### config.mk
export PLATFORM = sky130hd
export DESIGN_NAME = fci_host
export DESIGN_NICKNAME = d
export VERILOG_FILES = /design/src/design/fci_pkg.sv /design/src/design/fci_pin_cycle.sv /design/src/design/fci_host.sv
export SDC_FILE = /design/constraint.sdc
export NUM_CORES = 1
export LEC_CHECK = 0
export ABC_AREA = 1
export BUFFER_PORTS_ARGS = -buffer_cell sky130_fd_sc_hd__buf_4
export CORE_ASPECT_RATIO = 0.7
export CORE_MARGIN = 8
export CORE_UTILIZATION = 30
export CTS_CLUSTER_DIAMETER = 150
export DETAILED_ROUTE_END_ITERATION = 8
export PLACE_DENSITY = 0.45
export SLEW_MARGIN = 5
export SYNTH_ARGS = -nofsm -noshare
export SYNTH_HDL_FRONTEND = slang
export SYNTH_SLANG_ARGS = --single-unit
### constraint.sdc
create_clock -name core_clk -period 2.2 [get_ports core_clk]
set_clock_uncertainty 0.15 [all_clocks]
set_input_delay 0.44 -clock core_clk [delete_from_list [all_inputs] [get_ports core_clk]]
set_output_delay 0.44 -clock core_clk [all_outputs]
set_load 0.05 [all_outputs]
### src/design/fci_pkg.sv
// Constants, opcodes and state types of the flash command host controller
package fci_pkg;

  // Register byte offsets on the APB side
  localparam logic [7:0] OFS_CTRL   = 8'h00;
  localparam logic [7:0] OFS_ADDR   = 8'h04;
  localparam logic [7:0] OFS_WDATA  = 8'h08;
  localparam logic [7:0] OFS_RDATA  = 8'h0C;
  localparam logic [7:0] OFS_STATUS = 8'h10;

  // Field positions
  localparam int CTRL_ALT_BIT   = 4;
  localparam int CTRL_GO_BIT    = 8;
  localparam int STAT_BUSY_BIT  = 0;
  localparam int STAT_REFUSE_BIT = 1;
  localparam int STAT_DONE_BIT  = 2;
  localparam int STAT_MODE_LSB  = 4;

  // Operations software can order
  localparam logic [3:0] OP_READ_ARRAY  = 4'h0;
  localparam logic [3:0] OP_READ_STATUS = 4'h1;
  localparam logic [3:0] OP_READ_ID     = 4'h2;
  localparam logic [3:0] OP_PROGRAM     = 4'h3;
  localparam logic [3:0] OP_ERASE       = 4'h4;
  localparam logic [3:0] OP_SUSPEND     = 4'h5;
  localparam logic [3:0] OP_RESUME      = 4'h6;
  localparam logic [3:0] OP_CLEAR_STAT  = 4'h7;
  localparam logic [3:0] OP_RAW_CMD     = 4'h8;
  localparam logic [3:0] OP_RESET       = 4'h9;

  // Command bytes of the device
  localparam logic [7:0] CMD_READ_ARRAY = 8'hFF;
  localparam logic [7:0] CMD_PROGRAM    = 8'h40;
  localparam logic [7:0] CMD_PROGRAM_ALT = 8'h10;
  localparam logic [7:0] CMD_ERASE_SETUP = 8'h20;
  localparam logic [7:0] CMD_CONFIRM    = 8'hD0;
  localparam logic [7:0] CMD_SUSPEND    = 8'hB0;
  localparam logic [7:0] CMD_READ_STAT  = 8'h70;
  localparam logic [7:0] CMD_CLEAR_STAT = 8'h50;
  localparam logic [7:0] CMD_READ_ID    = 8'h90;
  localparam logic [7:0] RSV_0 = 8'h00;
  localparam logic [7:0] RSV_1 = 8'h01;
  localparam logic [7:0] RSV_2 = 8'h60;
  localparam logic [7:0] RSV_3 = 8'h2F;
  localparam logic [7:0] RSV_4 = 8'hC0;
  localparam logic [7:0] RSV_5 = 8'h98;

  // Timing: figures in ns, counts derived from the 4 ns clock
  localparam int CLK_PERIOD_NS = 4;
  localparam int STROBE_NS     = 100;
  localparam int RECOV_NS      = 20;
  localparam int RST_LOW_NS    = 1000;
  localparam int RST_WAKE_NS   = 1000;
  localparam int CNT_W         = 16;
  localparam logic [CNT_W-1:0] STROBE_CYC =
    CNT_W'((STROBE_NS + CLK_PERIOD_NS - 1) / CLK_PERIOD_NS);
  localparam logic [CNT_W-1:0] RECOV_CYC =
    CNT_W'((RECOV_NS + CLK_PERIOD_NS - 1) / CLK_PERIOD_NS);
  localparam logic [CNT_W-1:0] RST_LOW_CYC =
    CNT_W'((RST_LOW_NS + CLK_PERIOD_NS - 1) / CLK_PERIOD_NS);
  localparam logic [CNT_W-1:0] RST_WAKE_CYC =
    CNT_W'((RST_WAKE_NS + CLK_PERIOD_NS - 1) / CLK_PERIOD_NS);

  // Device read mode as tracked by the host
  typedef enum logic [1:0] {
    MODE_ARRAY  = 2'b00,
    MODE_STATUS = 2'b01,
    MODE_ID     = 2'b10
  } fci_mode_t;

  typedef enum logic [1:0] {
    CY_IDLE   = 2'b00,
    CY_SETUP  = 2'b01,
    CY_STROBE = 2'b10,
    CY_RECOV  = 2'b11
  } fci_cyc_state_t;

  typedef enum logic [2:0] {
    SQ_IDLE    = 3'b000,
    SQ_RUN1    = 3'b001,
    SQ_RUN2    = 3'b010,
    SQ_RSTLOW  = 3'b011,
    SQ_RSTWAKE = 3'b100
  } fci_seq_state_t;

endpackage

### src/design/fci_pin_cycle.sv
// One read or write bus cycle on the flash pins
`timescale 1ns/1ns
module fci_pin_cycle #(
  parameter int ADDR_W = 22
) (
  input  wire logic              core_clk,
  input  wire logic              sys_rst,
  input  wire logic              start,
  input  wire logic              isWrite,
  input  wire logic [ADDR_W-1:0] addrIn,
  input  wire logic [15:0]       dataIn,
  input  wire logic [15:0]       flashDqIn,
  output logic                   ceN,
  output logic                   oeN,
  output logic                   weN,
  output logic [ADDR_W-1:0]      addrOut,
  output logic [15:0]            dqOut,
  output logic                   dqOe,
  output logic [15:0]            readData,
  output logic                   done
);

  fci_pkg::fci_cyc_state_t state_q, state_d;
  logic [fci_pkg::CNT_W-1:0] cnt_q, cnt_d;
  logic ceN_q, ceN_d, oeN_q, oeN_d, weN_q, weN_d, dqOe_q, dqOe_d, wr_q, wr_d, done_q, done_d;
  logic [ADDR_W-1:0] addr_q, addr_d;
  logic [15:0] dq_q, dq_d, rd_q, rd_d;

  // Cycle sequencing; address and data stay put from setup to recovery
  always_comb begin
    state_d = state_q;
    cnt_d   = cnt_q;
    ceN_d   = ceN_q;
    oeN_d   = oeN_q;
    weN_d   = weN_q;
    dqOe_d  = dqOe_q;
    wr_d    = wr_q;
    addr_d  = addr_q;
    dq_d    = dq_q;
    rd_d    = rd_q;
    done_d  = 1'b0;
    unique case (state_q)
      fci_pkg::CY_IDLE: begin
        if (start) begin
          addr_d  = addrIn;
          dq_d    = dataIn;
          wr_d    = isWrite;
          ceN_d   = 1'b0;
          dqOe_d  = isWrite;
          state_d = fci_pkg::CY_SETUP;
        end
      end
      fci_pkg::CY_SETUP: begin
        // Output-enable stays high on writes, write-enable high on reads
        if (wr_q) begin
          weN_d = 1'b0;
        end else begin
          oeN_d = 1'b0;
        end
        cnt_d   = fci_pkg::STROBE_CYC - fci_pkg::CNT_W'(1);
        state_d = fci_pkg::CY_STROBE;
      end
      fci_pkg::CY_STROBE: begin
        if (cnt_q == '0) begin
          if (!wr_q) begin
            rd_d = flashDqIn;
          end
          // Active strobe and chip enable rise together; device latches on this edge
          weN_d   = 1'b1;
          oeN_d   = 1'b1;
          ceN_d   = 1'b1;
          cnt_d   = fci_pkg::RECOV_CYC - fci_pkg::CNT_W'(1);
          state_d = fci_pkg::CY_RECOV;
        end else begin
          cnt_d = cnt_q - fci_pkg::CNT_W'(1);
        end
      end
      fci_pkg::CY_RECOV: begin
        // Data held one cycle past the rising strobe for hold time
        dqOe_d = 1'b0;
        if (cnt_q == '0) begin
          done_d  = 1'b1;
          state_d = fci_pkg::CY_IDLE;
        end else begin
          cnt_d = cnt_q - fci_pkg::CNT_W'(1);
        end
      end
    endcase
  end

  // Registers; pins idle high and undriven at reset
  always_ff @(posedge core_clk) begin
    if (sys_rst) begin
      state_q <= fci_pkg::CY_IDLE;
      cnt_q   <= '0;
      ceN_q   <= 1'b1;
      oeN_q   <= 1'b1;
      weN_q   <= 1'b1;
      dqOe_q  <= 1'b0;
      wr_q    <= 1'b0;
      addr_q  <= '0;
      dq_q    <= 16'h0000;
      rd_q    <= 16'h0000;
      done_q  <= 1'b0;
    end else begin
      state_q <= state_d;
      cnt_q   <= cnt_d;
      ceN_q   <= ceN_d;
      oeN_q   <= oeN_d;
      weN_q   <= weN_d;
      dqOe_q  <= dqOe_d;
      wr_q    <= wr_d;
      addr_q  <= addr_d;
      dq_q    <= dq_d;
      rd_q    <= rd_d;
      done_q  <= done_d;
    end
  end

  assign ceN      = ceN_q;
  assign oeN      = oeN_q;
  assign weN      = weN_q;
  assign addrOut  = addr_q;
  assign dqOut    = dq_q;
  assign dqOe     = dqOe_q;
  assign readData = rd_q;
  assign done     = done_q;

endmodule

### src/design/fci_host.sv
// APB-controlled host that sequences commands to a parallel boot flash
`timescale 1ns/1ns
module fci_host #(
  parameter int ADDR_W = 22
) (
  input  wire logic              core_clk,
  input  wire logic              sys_rst,
  input  wire logic              psel,
  input  wire logic              penable,
  input  wire logic              pwrite,
  input  wire logic [7:0]        paddr,
  input  wire logic [31:0]       pwdata,
  output logic                   pready,
  output logic [31:0]            prdata,
  output logic                   pslverr,
  output logic                   flashCeN,
  output logic                   flashOeN,
  output logic                   flashWeN,
  output logic                   flashRpN,
  output logic [ADDR_W-1:0]      flashAddr,
  output logic [15:0]            flashDqOut,
  output logic                   flashDqOe,
  input  wire logic [15:0]       flashDqIn
);

  // Reserved codes are refused before they reach the pins
  function automatic logic isReserved(input logic [7:0] c);
    isReserved = (c == fci_pkg::RSV_0) || (c == fci_pkg::RSV_1) || (c == fci_pkg::RSV_2) ||
                 (c == fci_pkg::RSV_3) || (c == fci_pkg::RSV_4) || (c == fci_pkg::RSV_5);
  endfunction

  logic        cycDone;
  logic [15:0] cycRead;

  // APB and register state
  logic        pready_q, pready_d, pslverr_q, pslverr_d;
  logic [31:0] prdata_q, prdata_d;
  logic [3:0]  op_q, op_d;
  logic        alt_q, alt_d, refuse_q, refuse_d, done_q, done_d;
  logic [ADDR_W-1:0] addr_q, addr_d;
  logic [15:0] wdata_q, wdata_d, rdata_q, rdata_d;

  // Sequencer state and planned cycles
  fci_pkg::fci_seq_state_t sq_q, sq_d;
  fci_pkg::fci_mode_t mode_q, mode_d, nextMode_q, nextMode_d;
  logic [fci_pkg::CNT_W-1:0] cnt_q, cnt_d;
  logic        start_q, start_d, rpN_q, rpN_d;
  logic        p2Valid_q, p2Valid_d, p1Wr_q, p1Wr_d, p2Wr_q, p2Wr_d, step2_q, step2_d;
  logic [ADDR_W-1:0] p1Addr_q, p1Addr_d, p2Addr_q, p2Addr_d;
  logic [15:0] p1Data_q, p1Data_d, p2Data_q, p2Data_d;

  logic        busy, wrAcc, goReq;

  assign busy  = (sq_q != fci_pkg::SQ_IDLE);
  assign wrAcc = psel && penable && pready_q && pwrite;
  assign goReq = wrAcc && (paddr == fci_pkg::OFS_CTRL) && pwdata[fci_pkg::CTRL_GO_BIT];

  fci_pin_cycle #(.ADDR_W(ADDR_W)) fci_pin_cycle_i (
    .core_clk  (core_clk),
    .sys_rst   (sys_rst),
    .start     (start_q),
    .isWrite   (step2_q ? p2Wr_q : p1Wr_q),
    .addrIn    (step2_q ? p2Addr_q : p1Addr_q),
    .dataIn    (step2_q ? p2Data_q : p1Data_q),
    .flashDqIn (flashDqIn),
    .ceN       (flashCeN),
    .oeN       (flashOeN),
    .weN       (flashWeN),
    .addrOut   (flashAddr),
    .dqOut     (flashDqOut),
    .dqOe      (flashDqOe),
    .readData  (cycRead),
    .done      (cycDone)
  );

  // APB slave: zero wait, answer in the first access cycle
  always_comb begin
    pready_d  = psel && !penable;
    pslverr_d = 1'b0;
    prdata_d  = 32'h0000_0000;
    op_d      = op_q;
    alt_d     = alt_q;
    addr_d    = addr_q;
    wdata_d   = wdata_q;
    if (psel && !penable) begin
      unique case (paddr)
        fci_pkg::OFS_CTRL:   prdata_d = {27'h0, alt_q, op_q};
        fci_pkg::OFS_ADDR:   prdata_d = 32'(addr_q);
        fci_pkg::OFS_WDATA:  prdata_d = {16'h0000, wdata_q};
        fci_pkg::OFS_RDATA:  prdata_d = {16'h0000, rdata_q};
        fci_pkg::OFS_STATUS: prdata_d = {26'h0, mode_q, 1'b0, done_q, refuse_q, busy};
        default:             pslverr_d = 1'b1;
      endcase
    end
    // Configuration is frozen while an operation runs
    if (wrAcc && !busy) begin
      unique case (paddr)
        fci_pkg::OFS_CTRL: begin
          op_d  = pwdata[3:0];
          alt_d = pwdata[fci_pkg::CTRL_ALT_BIT];
        end
        fci_pkg::OFS_ADDR:  addr_d  = pwdata[ADDR_W-1:0];
        fci_pkg::OFS_WDATA: wdata_d = pwdata[15:0];
        default: ;
      endcase
    end
  end

  // Operation planner and sequencer
  always_comb begin
    logic [7:0] raw;
    raw        = wdata_q[7:0];
    sq_d       = sq_q;
    mode_d     = mode_q;
    nextMode_d = nextMode_q;
    cnt_d      = cnt_q;
    start_d    = 1'b0;
    rpN_d      = rpN_q;
    step2_d    = step2_q;
    p2Valid_d  = p2Valid_q;
    p1Wr_d     = p1Wr_q;
    p2Wr_d     = p2Wr_q;
    p1Addr_d   = p1Addr_q;
    p2Addr_d   = p2Addr_q;
    p1Data_d   = p1Data_q;
    p2Data_d   = p2Data_q;
    rdata_d    = rdata_q;
    refuse_d   = refuse_q;
    done_d     = done_q;
    // Sticky flags clear on writing one; a new event below wins
    if (wrAcc && paddr == fci_pkg::OFS_STATUS) begin
      if (pwdata[fci_pkg::STAT_REFUSE_BIT]) refuse_d = 1'b0;
      if (pwdata[fci_pkg::STAT_DONE_BIT]) done_d = 1'b0;
    end
    unique case (sq_q)
      fci_pkg::SQ_IDLE: begin
        if (goReq) begin
          step2_d    = 1'b0;
          p1Wr_d     = 1'b1;
          p2Wr_d     = 1'b0;
          p1Addr_d   = addr_q;
          p2Addr_d   = addr_q;
          p2Valid_d  = 1'b0;
          nextMode_d = mode_q;
          start_d    = 1'b1;
          sq_d       = fci_pkg::SQ_RUN1;
          unique case (pwdata[3:0])
            fci_pkg::OP_READ_ARRAY: begin
              if (mode_q == fci_pkg::MODE_ARRAY) begin
                p1Wr_d = 1'b0;
              end else begin
                p1Data_d  = {8'h00, fci_pkg::CMD_READ_ARRAY};
                p2Valid_d = 1'b1;
              end
              nextMode_d = fci_pkg::MODE_ARRAY;
            end
            fci_pkg::OP_READ_STATUS: begin
              p1Data_d   = {8'h00, fci_pkg::CMD_READ_STAT};
              p2Valid_d  = 1'b1;
              nextMode_d = fci_pkg::MODE_STATUS;
            end
            fci_pkg::OP_READ_ID: begin
              p1Data_d   = {8'h00, fci_pkg::CMD_READ_ID};
              p2Addr_d   = {{(ADDR_W-1){1'b0}}, addr_q[0]};
              p2Valid_d  = 1'b1;
              nextMode_d = fci_pkg::MODE_ID;
            end
            fci_pkg::OP_PROGRAM: begin
              p1Data_d   = {8'h00, pwdata[fci_pkg::CTRL_ALT_BIT] ?
                            fci_pkg::CMD_PROGRAM_ALT : fci_pkg::CMD_PROGRAM};
              p2Wr_d     = 1'b1;
              p2Data_d   = wdata_q;
              p2Valid_d  = 1'b1;
              nextMode_d = fci_pkg::MODE_STATUS;
            end
            fci_pkg::OP_ERASE: begin
              p1Data_d   = {8'h00, fci_pkg::CMD_ERASE_SETUP};
              p2Wr_d     = 1'b1;
              p2Data_d   = {8'h00, fci_pkg::CMD_CONFIRM};
              p2Valid_d  = 1'b1;
              nextMode_d = fci_pkg::MODE_STATUS;
            end
            fci_pkg::OP_SUSPEND: begin
              p1Data_d   = {8'h00, fci_pkg::CMD_SUSPEND};
              nextMode_d = fci_pkg::MODE_STATUS;
            end
            fci_pkg::OP_RESUME: begin
              p1Data_d   = {8'h00, fci_pkg::CMD_CONFIRM};
              nextMode_d = fci_pkg::MODE_STATUS;
            end
            fci_pkg::OP_CLEAR_STAT: begin
              p1Data_d = {8'h00, fci_pkg::CMD_CLEAR_STAT};
            end
            fci_pkg::OP_RAW_CMD: begin
              p1Data_d = {8'h00, raw};
              if (isReserved(raw)) begin
                start_d  = 1'b0;
                sq_d     = fci_pkg::SQ_IDLE;
                refuse_d = 1'b1;
              end else if (raw == fci_pkg::CMD_READ_ARRAY) begin
                nextMode_d = fci_pkg::MODE_ARRAY;
              end else if (raw == fci_pkg::CMD_READ_ID) begin
                nextMode_d = fci_pkg::MODE_ID;
              end else if (raw != fci_pkg::CMD_CLEAR_STAT) begin
                // Any other code may start work; treat reads as status from now
                nextMode_d = fci_pkg::MODE_STATUS;
              end
            end
            fci_pkg::OP_RESET: begin
              start_d = 1'b0;
              rpN_d   = 1'b0;
              cnt_d   = fci_pkg::RST_LOW_CYC - fci_pkg::CNT_W'(1);
              sq_d    = fci_pkg::SQ_RSTLOW;
            end
            default: begin
              start_d  = 1'b0;
              sq_d     = fci_pkg::SQ_IDLE;
              refuse_d = 1'b1;
            end
          endcase
        end
      end
      fci_pkg::SQ_RUN1, fci_pkg::SQ_RUN2: begin
        if (goReq) begin
          refuse_d = 1'b1;
        end
        if (cycDone) begin
          if (sq_q == fci_pkg::SQ_RUN1 && p2Valid_q) begin
            step2_d = 1'b1;
            start_d = 1'b1;
            sq_d    = fci_pkg::SQ_RUN2;
          end else begin
            if (!(step2_q ? p2Wr_q : p1Wr_q)) begin
              rdata_d = cycRead;
            end
            mode_d = nextMode_q;
            done_d = 1'b1;
            sq_d   = fci_pkg::SQ_IDLE;
          end
        end
      end
      fci_pkg::SQ_RSTLOW: begin
        if (goReq) refuse_d = 1'b1;
        if (cnt_q == '0) begin
          rpN_d = 1'b1;
          cnt_d = fci_pkg::RST_WAKE_CYC - fci_pkg::CNT_W'(1);
          sq_d  = fci_pkg::SQ_RSTWAKE;
        end else begin
          cnt_d = cnt_q - fci_pkg::CNT_W'(1);
        end
      end
      fci_pkg::SQ_RSTWAKE: begin
        if (goReq) refuse_d = 1'b1;
        if (cnt_q == '0) begin
          mode_d = fci_pkg::MODE_ARRAY;
          done_d = 1'b1;
          sq_d   = fci_pkg::SQ_IDLE;
        end else begin
          cnt_d = cnt_q - fci_pkg::CNT_W'(1);
        end
      end
      default: sq_d = fci_pkg::SQ_IDLE;
    endcase
  end

  // Reset runs a power-down pulse so the device starts from a known mode
  always_ff @(posedge core_clk) begin
    if (sys_rst) begin
      pready_q   <= 1'b0;
      pslverr_q  <= 1'b0;
      prdata_q   <= 32'h0000_0000;
      op_q       <= 4'h0;
      alt_q      <= 1'b0;
      addr_q     <= '0;
      wdata_q    <= 16'h0000;
      rdata_q    <= 16'h0000;
      refuse_q   <= 1'b0;
      done_q     <= 1'b0;
      sq_q       <= fci_pkg::SQ_RSTLOW;
      mode_q     <= fci_pkg::MODE_ARRAY;
      nextMode_q <= fci_pkg::MODE_ARRAY;
      cnt_q      <= fci_pkg::RST_LOW_CYC - fci_pkg::CNT_W'(1);
      start_q    <= 1'b0;
      rpN_q      <= 1'b0;
      step2_q    <= 1'b0;
      p2Valid_q  <= 1'b0;
      p1Wr_q     <= 1'b0;
      p2Wr_q     <= 1'b0;
      p1Addr_q   <= '0;
      p2Addr_q   <= '0;
      p1Data_q   <= 16'h0000;
      p2Data_q   <= 16'h0000;
    end else begin
      pready_q   <= pready_d;
      pslverr_q  <= pslverr_d;
      prdata_q   <= prdata_d;
      op_q       <= op_d;
      alt_q      <= alt_d;
      addr_q     <= addr_d;
      wdata_q    <= wdata_d;
      rdata_q    <= rdata_d;
      refuse_q   <= refuse_d;
      done_q     <= done_d;
      sq_q       <= sq_d;
      mode_q     <= mode_d;
      nextMode_q <= nextMode_d;
      cnt_q      <= cnt_d;
      start_q    <= start_d;
      rpN_q      <= rpN_d;
      step2_q    <= step2_d;
      p2Valid_q  <= p2Valid_d;
      p1Wr_q     <= p1Wr_d;
      p2Wr_q     <= p2Wr_d;
      p1Addr_q   <= p1Addr_d;
      p2Addr_q   <= p2Addr_d;
      p1Data_q   <= p1Data_d;
      p2Data_q   <= p2Data_d;
    end
  end

  assign pready   = pready_q;
  assign prdata   = prdata_q;
  assign pslverr  = pslverr_q;
  assign flashRpN = rpN_q;

endmodule

==> run metrics, run 1 <==
status=finished clean; chip height=178.5 µm; Hold Vio Cnt, Final=0; setup TNS=0 ns; Post-synth ARST share=0%; # rows=59; Starting Density=30.46%; RSZ-0062 raised after global routing=false; max frequency=491.6 MHz; met3 Track Usage GR=3.291%; nets=1,805; TritonCTS clock tree=built; IO Pins=138; leading area contributor after synthesis=dfxtp_1; drt total wl=36,570 µm; worst r2r src=fci_pin_cycle_i.state_q[0]$_SDFFE_PP0P_; vias in the first global route=9,999; Hold Path Origin=pwdata[5]; Worst Path Required=2.50 ns; total CTS buffers=28; final critical-path share of the clock period=92.46%; Worst Hold Endpoint=addr_q[5]$_SDFFE_PP0P_; worst slack at placement=-0.01247 ns; top post-synthesis cells by area=dfxtp_1 (46%), nand2_1 (11%), nor2_1 (7.0%); DRT Pass-1 Iters=5; GRT Util Overall=16.33%; critical path arrival=2.33 ns; CP startpoint kind=flip-flop; wire per inst=16.28 µm; cells on worst reg2reg path=8; global-route track usage on met2=23.19%; HPWL Detailed=26,450 µm; top-count cell post-synth=nand2_1; CTS H-tree lvls=1; Worst Slack Setup Final=0.1658 ns; cell area after synthesis=0.01131 mm²; Detailed Route Iter0 Violations=940; first-pass GRT wire length=57,760 µm; CP Class=reg -> reg; total core area=0.03713 mm²; CTS sink cnt=259; Unique masters post-synth=44; clk root buf=clkbuf_16; Syn. warnings=0; grt ovf=0; register area share after synthesis=45.84%; Synth Register Bits=259; share of cells above drive strength 1=15.92%; number of flops mapped to enable cells by yosys=0; most used routing layer=met1; most instantiated cells after synthesis=nand2_1 (319), dfxtp_1 (259), nor2_1 (212); predominant post-synthesis flop cell=dfxtp_1; Clk pin slew, worst setup/hold paths=0.06 ns; Synth top area share=45.84%; Final GP Congestion=0.8989; detailed-route DRC error count=0; largest net degree at the start of global routing=103; Pins Over Slew Limit=0; worst ir drop on vdd=0.6314 mV; Syn Inst Count=1,567; syn avg cell area=7.219 µm²; cell area power density=919.8 mW/mm²; worst hold stages=3; Lkg Pwr=0.006009 µW; Via Count=10,600; worst hold path type=in -> reg; remaining antenna violation count=0; Worst Setup End Kind=flip-flop; Area Overhead vs Synth=26.86%; R2R Path End=fci_pin_cycle_i.addrOut[21]$_SDFFE_PP0P_; CP startpoint=fci_pin_cycle_i.state_q[0]$_SDFFE_PP0P_; max-cap violation count=0; clk_lat worst skew=0.57 ns; final setup vio count=0; Ant. Diodes=0; DR vias/cell=4.717; Core Util, Final=38.65%; initial antenna violation count=0; Die ar.=0.04428 mm²; min cycle time layout=2.034 ns; worst slew pin tran=0.5433 ns; grt met1 use=24.95%; Port Buf Inserts=117; reg-to-reg slack, setup=0.17 ns; Max clock buf depth=3; Rel. slew slack=63.78%; CP max FO=48; die width=248.1 µm
state kept, by name, indices dropped and copies added (netlist names), 2 cells and up:
register and cells:
prdata 22, p1Addr_q 22, rdata_q 16, fci_pin_cycle_i.addrOut 22, fci_pin_cycle_i.readData 16, cnt_q 16
p2Data_q 16, p1Data_q 8, fci_pin_cycle_i.state_q 2, nextMode_q 2, wdata_q 16, mode_q 2
p2Addr_q 21, addr_q 22, fci_pin_cycle_i.dqOut 16, sq_q 3, op_q 4, fci_pin_cycle_i.cnt_q 16
what timing repair did:
item                       4_1_cts  5_1_grt
buffers inserted                 0        3
hold buffers                    31        0
setup endpoints to repair        0       26
resized for setup                0        9
hold endpoints to repair        35        0
cell usage in the layout, fill, tap and decap left out, drive strengths merged, types with 17 or more instances in the layout:
master | netlist | layout
o211ai | 37 | 37
o21ai | 109 | 109
a21oi | 138 | 138
nor2 | 225 | 225
dlygate4sd3 | 0 | 31
buf | 32 | 185
nand2 | 325 | 325
inv | 161 | 161
nor3 | 17 | 17
clkbuf | 53 | 43
nand3 | 133 | 133
a211oi | 19 | 19
dfxtp | 259 | 259
stage by stage:
stage                     cells  hold slack [ns]  total power, µW  instance area, µm²
after global routing       2247          0.04900            14060               14350
after global placement     2161           0.3028             8347               13030
after floorplan            1576           0.2745             7372               11350
final                      2247          0.03407            13200               14350
after detailed placement   2161           0.3037             8360               13030
after CTS                  2244         0.003231            13260               14280
layer usage:
| layer | wire length, µm | part of all wire (%) |
|---|---|---|
| met5 | 0 | 0 |
| met4 | 673 | 1.8 |
| met3 | 2046 | 5.6 |
| met2 | 14450 | 39 |
| met1 | 19410 | 53 |
how the worst max path moves through the flow:
stage | end | slack [ns] | cells after the start
2_1_floorplan | cnt_q[6]$_SDFFE_PP1P_ | 0.20 | 10
3_5_place_dp | prdata[0]$_SDFF_PP0_ | -0.01 | 8
6_report | fci_pin_cycle_i.addrOut[21]$_SDFFE_PP0P_ | 0.17 | 8
3_3_place_gp | prdata[0]$_SDFF_PP0_ | 0.01 | 8
5_1_grt | fci_pin_cycle_i.cnt_q[14]$_SDFFE_PP0P_ | 0.0002 | 11
4_1_cts | cnt_q[0]$_SDFFE_PP1P_ | 0.14 | 11
cells by family after synthesis:
group | after synthesis | share of synthesized area, %
AO/OA/AOI/OAI | 334 | 16.81
XOR/XNOR | 7 | 0.5420
adder cells (fa/ha/maj) | 7 | 0.7742
AND/OR/NAND/NOR | 712 | 27.00
buffers and inverters | 247 | 9.003
other | 1 | 0.03315
flip-flops | 259 | 45.84
area by class of cell:
| cell class | count | area (µm²) |
|---|---|---|
| clock inverters | 9 | 87.58 |
| inverters | 162 | 611.8 |
| fillers | 3893 | 22780 |
| clock buffers | 43 | 857.1 |
| multi-input cells | 1070 | 5174 |
| repair buffers | 216 | 1824 |
| well taps | 488 | 610.6 |
| flip-flops and latches | 259 | 5185 |
power breakdown:
group	leakage (µW)	internal, µW	switching (µW)
clock network	0.000468	2800	1990
logic	0.00345	1190	2040
registers	0.00209	4990	201
total	0.00601	8970	4230
worst max-delay path, stage by stage, from the launching register on:
cell	delay (ns)
dfxtp_1	0.34
inv_1	0.09
ha_1	0.28
nand2_1	0.26
inv_2	0.17
buf_12	0.23
nand3_1	0.19
o211ai_1	0.13
inv_1	0.05
(Power assumes the default switching activity.)
==> run 2, diff against run 1 <==
- CORE_UTILIZATION: 30 -> 58
- PLACE_DENSITY: 0.45 -> 0.78
- REMOVE_ABC_BUFFERS: default -> 1
- SLEW_MARGIN: 5 -> 20
==> run 2 against run 1 <==
Cell area decreased by 3.6%; sequential cell count unchanged; global-route usage increased by 9.4 points; highest routed layer unchanged.
==> run metrics, run 2 (synthesis results as in run 1) <==
clk_lat worst skew=0.55 ns (-0.02 ns); Port Buf Inserts=117 (unchanged); grt ovf=0 (unchanged); clk root buf=clkbuf_16; GRT Util Overall=25.73% (+9.4 points); CTS H-tree lvls=1 (unchanged); total CTS buffers=25 (-11%); Max clock buf depth=3 (unchanged); Clk pin slew, worst setup/hold paths=0.07 ns (about the same); critical path arrival=2.36 ns (+0.03 ns); Final GP Congestion=0.9169 (+2.0%); P_sw=4204 µW (-0.67%); fillers=1,574 (-60%); min cycle time layout=2.046 ns (+0.01167 ns); total core area=0.01902 mm² (-49%); HPWL Detailed=22,160 µm (-16%); share of cells above drive strength 1=15.19% (-0.72 points); Worst Setup End Kind=flip-flop; worst ir drop on vdd=0.5548 mV (-12%); detailed-route DRC error count=0 (unchanged); Post-DP Area=0.01268 mm² (-2.6%); nets=1,781 (-1.3%); Worst Path Required=2.51 ns (about the same); TritonCTS clock tree=built; CP Class=reg -> reg; RSZ-0062 raised after global routing=false; Ant. Diodes=0 (unchanged); Die ar.=0.02430 mm² (-45%); Core Util, Final=72.75% (+34 points); final critical-path share of the clock period=92.99% (+0.53 points); worst hold path type=in -> reg; reg-to-reg slack, setup=0.15 ns (about the same); max-cap violation count=0 (unchanged); Detailed Route Iter0 Violations=1,228 (+31%); Multi-input gate area=0.005162 mm² (-0.22%); Seq pwr share=39.6% (+0.3 points); Area Overhead vs Synth=22.34%; Hold Vio Cnt, Final=0 (unchanged); CP startpoint kind=flip-flop; chip height=132.8 µm (-26%); hold_ws=0.002671 ns (-0.03140 ns); status=finished clean; die width=182.9 µm (-26%); Int Pwr=8916 µW (-0.57%); logic gate share of total power=24.3% (about the same); final setup vio count=0 (unchanged); first-pass GRT wire length=52,670 µm (-8.8%); CTS sink cnt=259 (unchanged); initial antenna violation count=0 (unchanged); max frequency=488.8 MHz (-0.57%); IO Pins=138 (unchanged); commonest non-fill, non-tap cells in the layout=nand2_1 (317), dfxtp_1 (259), nor2_1 (209); Rel. slew slack=59.79% (-4.0 points); setup TNS=0 ns (unchanged); # rows=42 (-29%); vias in the first global route=10,397 (+4.0%); total chip power=13,120 µW (-0.60%); post-CTS setup buffer count=0 (unchanged); Lkg Pwr=0.005880 µW (-2.2%); Starting Density=59.46% (+29 points); FF+latch area=0.005185 mm² (unchanged); Sw Share=32.04% (about the same); wire per inst=16.31 µm (+0.20%); most common cell after layout, fill and taps aside=nand2_1; CP max FO=21 (-56%); DRT Pass-1 Iters=8 (+3); Pins Over Slew Limit=0 (unchanged); drt total wl=32,540 µm (-11%); Final Cell Area=0.01384 mm² (-3.6%); cell area power density=948.0 mW/mm² (+3.1%); remaining antenna violation count=0 (unchanged); largest net degree at the start of global routing=63 (-39%); worst slew pin tran=0.6025 ns (+0.05926 ns); Clock Power Share=36.1% (-0.2 points); Via Count=11,182 (+5.5%); DR vias/cell=5.605 (+19%)
run 2: cell types whose count changed in the layout (fill, tap and decap cells not counted), moves of 2 or more:
| cell | previous run | this run |
|---|---|---|
| o21ai_1 | 2 | 4 |
| clkbuf_16 | 28 | 25 |
| nand2_2 | 6 | 8 |
| buf_4 | 175 | 162 |
| bufinv_16 | 1 | 5 |
| clkbuf_1 | 5 | 2 |
| clkinv_4 | 1 | 4 |
| clkinv_2 | 5 | 3 |
| clkbuf_8 | 10 | 2 |
| nand2_1 | 319 | 317 |
| dlygate4sd3_1 | 31 | 23 |
run 2: metrics by stage:
step / instances / worst slack [ns]
2_1_floorplan: 1491 / -0.6743
5_1_grt: 1995 / 0.004304
6_report: 1995 / 0.1542
3_5_place_dp: 1927 / 0.07447
3_3_place_gp: 1927 / 0.1283
4_1_cts: 1995 / 0.1159
run 2: routing by layer:
layer / wire, µm / track usage, %
met1: 14740 / 36.19
met2: 14100 / 39.71
met3: 2791 / 4.539
met4: 913 / 7.297
met5: 0 / 0
run 2: timing repair:
action	4_1_cts	5_1_grt
endpoints found under the setup margin	0	13
gates resized for setup	0	8
hold endpoints to repair	23	0
hold buffers	23	0
run 2: layout make-up:
type,count,share of cell area (%)
flip-flops and latches,259,37.47
multi-input cells,1070,37.30
repair buffers,195,11.90
clock buffers,29,4.774
inverters,162,4.394
well taps,264,2.387
clock inverters,16,1.781
run 2: critical path, stage by stage, from the launching register on:
cell and delay [ns]:
dfxtp_1 0.35, nor2_1 0.14, inv_2 0.10, nor2_8 0.15, buf_4 0.17, nand4_4 0.19, buf_4 0.28, inv_1 0.18
o21ai_0 0.12, a21oi_1 0.14
run 2: power groups by stage:
stage / Clock [µW] / Sequential [µW] / Combinational [µW]
2_1_floorplan: 0 / 5290 / 1980
3_3_place_gp: 0 / 5280 / 2970
3_5_place_dp: 0 / 5290 / 3020
4_1_cts: 4760 / 5190 / 3090
5_1_grt: 4940 / 5220 / 3520
6_report: 4730 / 5190 / 3190
run 2: path summary, 6_finish.rpt:
path                      startpoint                         end  cells past startpoint
min reg2reg  rdata_q[4]$_SDFFE_PP0P_     rdata_q[4]$_SDFFE_PP0P_                      2
max reg2reg     sq_q[0]$_SDFFE_PP1P_  nextMode_q[1]$_SDFFE_PP0P_                      9
max             sq_q[0]$_SDFFE_PP1P_  nextMode_q[1]$_SDFFE_PP0P_                      9
min                       pwdata[20]     addr_q[20]$_SDFFE_PP0P_                      3
==> run 3, diff against run 2 <==
- ABC_AREA: 1 -> default
==> run 3 against run 2 <==
Global-route usage decreased by 0.61 points; register-to-register slack got worse by 0.18 ns; count of clock-buffer cells in the layout is 3 higher; the flow now finishes with violations (setup timing); largest cell class is now multi-input gates; total power shrank 1.1%; area after synthesis is 1.9% lower; cell area up 0.14%; hold slack improved by 0.014 ns; fmax fell by 8.2%.
==> run metrics, run 3 <==
most common cell after layout, fill and taps aside=dfxtp_1; DR vias/cell=5.955 (+6.2%); largest family of logic cells by synthesized area=simple AND/OR/NAND/NOR gates; register area share after synthesis=46.71% (+0.88 points); XOR/XNOR Fraction of Synth Area=0.7891% (+0.25 points); max frequency=448.8 MHz (-8.2%); drt total wl=31,490 µm (-3.2%); die width=181.3 µm (-0.86%); total CTS buffers=25 (unchanged); DRT Pass-1 Iters=6 (-2); Via Count=10,379 (-7.2%); total core area=0.01881 mm² (-1.1%); min cycle time layout=2.228 ns (+0.1824 ns); logic gate share of total power=26.4% (+2.1 points); Worst Path Required=2.45 ns (-0.06 ns); vias in the first global route=9,704 (-6.7%); number of flops mapped to enable cells by yosys=0 (unchanged); CP Class=reg -> reg; Top delay family on crit path=simple AND/OR/NAND/NOR gates; first-pass GRT wire length=50,370 µm (-4.4%); Worst Setup End Kind=flip-flop; IO Pins=138 (unchanged); Worst Slack Setup Final=-0.02820 ns (-0.1824 ns); predominant post-synthesis flop cell=dfxtp_1; Pins Over Slew Limit=0 (unchanged); CTS sink cnt=259 (unchanged); Final GP Congestion=0.9227 (+0.63%); Synth top area share=46.71% (+0.88 points); Unique masters post-synth=67 (+52%); Synth Register Bits=259 (unchanged); P_sw=3945 µW (-6.2%); initial antenna violation count=0 (unchanged); CTS H-tree lvls=1 (unchanged); detailed-route DRC error count=0 (unchanged); critical-path cell list=or4_4, or4_4, nor2_4, buf_6, a2bb2oi_2, nor2_1; Detailed Route Iter0 Violations=1,137 (-7.4%); critical path arrival=2.48 ns (+0.12 ns); failing checks=setup timing; final critical-path share of the clock period=101.3% (+8.3 points); top-count cell post-synth=dfxtp_1; Synth Area in Compound Gates=16.30% (-0.51 points); critical path's largest stage delay=0.58 ns (+0.23 ns); Clock Power Share=34.3% (-1.8 points); syn avg cell area=8.434 µm² (+17%); Max clock buf depth=3 (unchanged); remaining antenna violation count=0 (unchanged); Post-Layout Cell Count=1,743 (-13%); most common cell type on the critical path=or4_4; final setup vio count=3 (+3); Hold Vio Cnt, Final=0 (unchanged); TritonCTS clock tree=built; nets=1,551 (-13%); setup TNS=-0.03938 ns (-0.03938 ns); Post-synth ARST share=0% (unchanged); cell area power density=936.6 mW/mm² (-1.2%); CP max FO=5 (-76%); RSZ-0062 raised after global routing=true; total chip power=12,980 µW (-1.1%); CP max-delay cell=or4_4; worst hold path type=in -> reg; Seq pwr share=39.3% (-0.3 points); Die ar.=0.02389 mm² (-1.7%); Sw Share=30.39% (-1.7 points); adder-cell share of the synthesized area=0.7891% (+0.015 points); CP startpoint kind=flip-flop; worst ir drop on vdd=1.014 mV (+83%); HPWL Detailed=21,040 µm (-5.0%); share of cells above drive strength 1=20.99% (+5.8 points); # rows=42 (unchanged); Clk pin slew, worst setup/hold paths=0.06 ns (about the same); max-cap violation count=0 (unchanged); status=complete, but fails checks; Ant. Diodes=0 (unchanged); largest net degree at the start of global routing=112 (+78%); leading area contributor after synthesis=dfxtp_1; placed cells=1,679 (-13%); Area Overhead vs Synth=24.87%; Rel. slew slack=65.07% (+5.3 points); GRT Util Overall=25.11% (-0.61 points); worst path buffer plus inverter count=1 (-3); clk root buf=clkbuf_16; multiplexer share of the synthesized area=7.620% (+7.6 points); Syn Inst Count=1,316 (-16%); Port Buf Inserts=117 (unchanged); Starting Density=59.00% (-0.47 points); cell area after synthesis=0.01110 mm² (-1.9%); chip height=131.7 µm (-0.83%); top post-synthesis cells by area=dfxtp_1 (47%), a21oi_1 (6.9%), nand2_1 (6.8%); Syn. warnings=0 (unchanged); Lkg Pwr=0.005274 µW (-10%); Int Pwr=9036 µW (+1.3%); grt ovf=0 (unchanged); most instantiated cells after synthesis=dfxtp_1 (259), nand2_1 (201), a21oi_1 (153); clk_lat worst skew=0.53 ns (-0.02 ns); worst slew pin tran=0.5228 ns (-0.07967 ns); commonest non-fill, non-tap cells in the layout=dfxtp_1 (253), buf_4 (214), nand2_1 (201); wire per inst=18.07 µm (+11%); simple-gate area share of the yosys netlist=22.61% (-4.4 points)
## run 3: path summary, 6_finish.rpt
check	from	end	slack, ns	cells after the start
setup / recovery	cnt_q[8]$_SDFFE_PP0P_	mode_q[0]$_SDFFE_PP0P_	-0.03	6
hold / removal	flashDqIn[11]	fci_pin_cycle_i.readData[11]$_SDFFE_PP0P_	0.02	3
setup reg to reg	cnt_q[8]$_SDFFE_PP0P_	mode_q[0]$_SDFFE_PP0P_	-0.03	6
hold reg to reg	p2Data_q[3]$_SDFFE_PP0P_	p2Data_q[3]$_SDFFE_PP0P_	0.30	2
## run 3: metrics by stage
step	util, %	hold slack [ns]	instance area (µm²)	setup WS (ns)
floorplan	-	0.2751	10640	-0.9238
global placement	67.86	0.2874	12770	-0.3441
detailed placement	67.86	0.2945	12770	-0.3959
CTS	73.40	0.005558	13810	-0.001962
global route	73.67	0.01288	13860	-0.07587
finish	73.67	0.01675	13860	-0.02820
## run 3: cells by family after synthesis
group | after synthesis
compound gates | 297
xor+xnor | 10
other cells | 1
fa+ha+maj | 7
mux | 83
flops | 259
buf+inv | 133
simple gates | 526
## run 3: area by class of cell
| cell class | count | area, µm² |
|---|---|---|
| clock buffer | 32 | 681.9 |
| tap | 242 | 302.8 |
| sequential | 259 | 5192 |
| fill | 1426 | 4954 |
| inverter | 20 | 75.07 |
| clock inverter | 13 | 167.7 |
| multi-input combinational | 933 | 5429 |
| timing repair buffer | 244 | 2011 |
## run 3: repair_timing
| action | CTS | global route |
|---|---|---|
| endpoints found under the hold margin | 17 | 0 |
| hold buffers | 17 | 0 |
| pin swaps | 3 | 5 |
| buffers inserted | 0 | 2 |
| gates resized for setup | 6 | 15 |
| cloned | 0 | 0 |
| endpoints found under the setup margin | 13 | 51 |
## run 3: metal layers
metal | part of all wire, % | global-route usage [%] | vias to the layer above
li1 | - | - | 4945
met1 | 45 | 35.96 | 4840
met2 | 43 | 38.11 | 521
met3 | 9.6 | 4.928 | 73
met4 | 2.2 | 6.403 | 0
met5 | 0 | 0 | -
## run 3: power groups by stage
stage | Combinational, µW | Sequential, µW | Clock (µW)
floorplan | 1630 | 5240 | 0
finish | 3430 | 5100 | 4450
detailed placement | 3070 | 5200 | 0
CTS | 3120 | 5100 | 4500
global route | 3680 | 5130 | 4710
global placement | 2990 | 5190 | 0
## run 3: worst register-to-register path: stages (launching register included)
cell and delay (ns):
dfxtp_1 0.31, or4_4 0.53, or4_4 0.58, nor2_4 0.18, buf_6 0.15, a2bb2oi_2 0.15
nor2_1 0.05
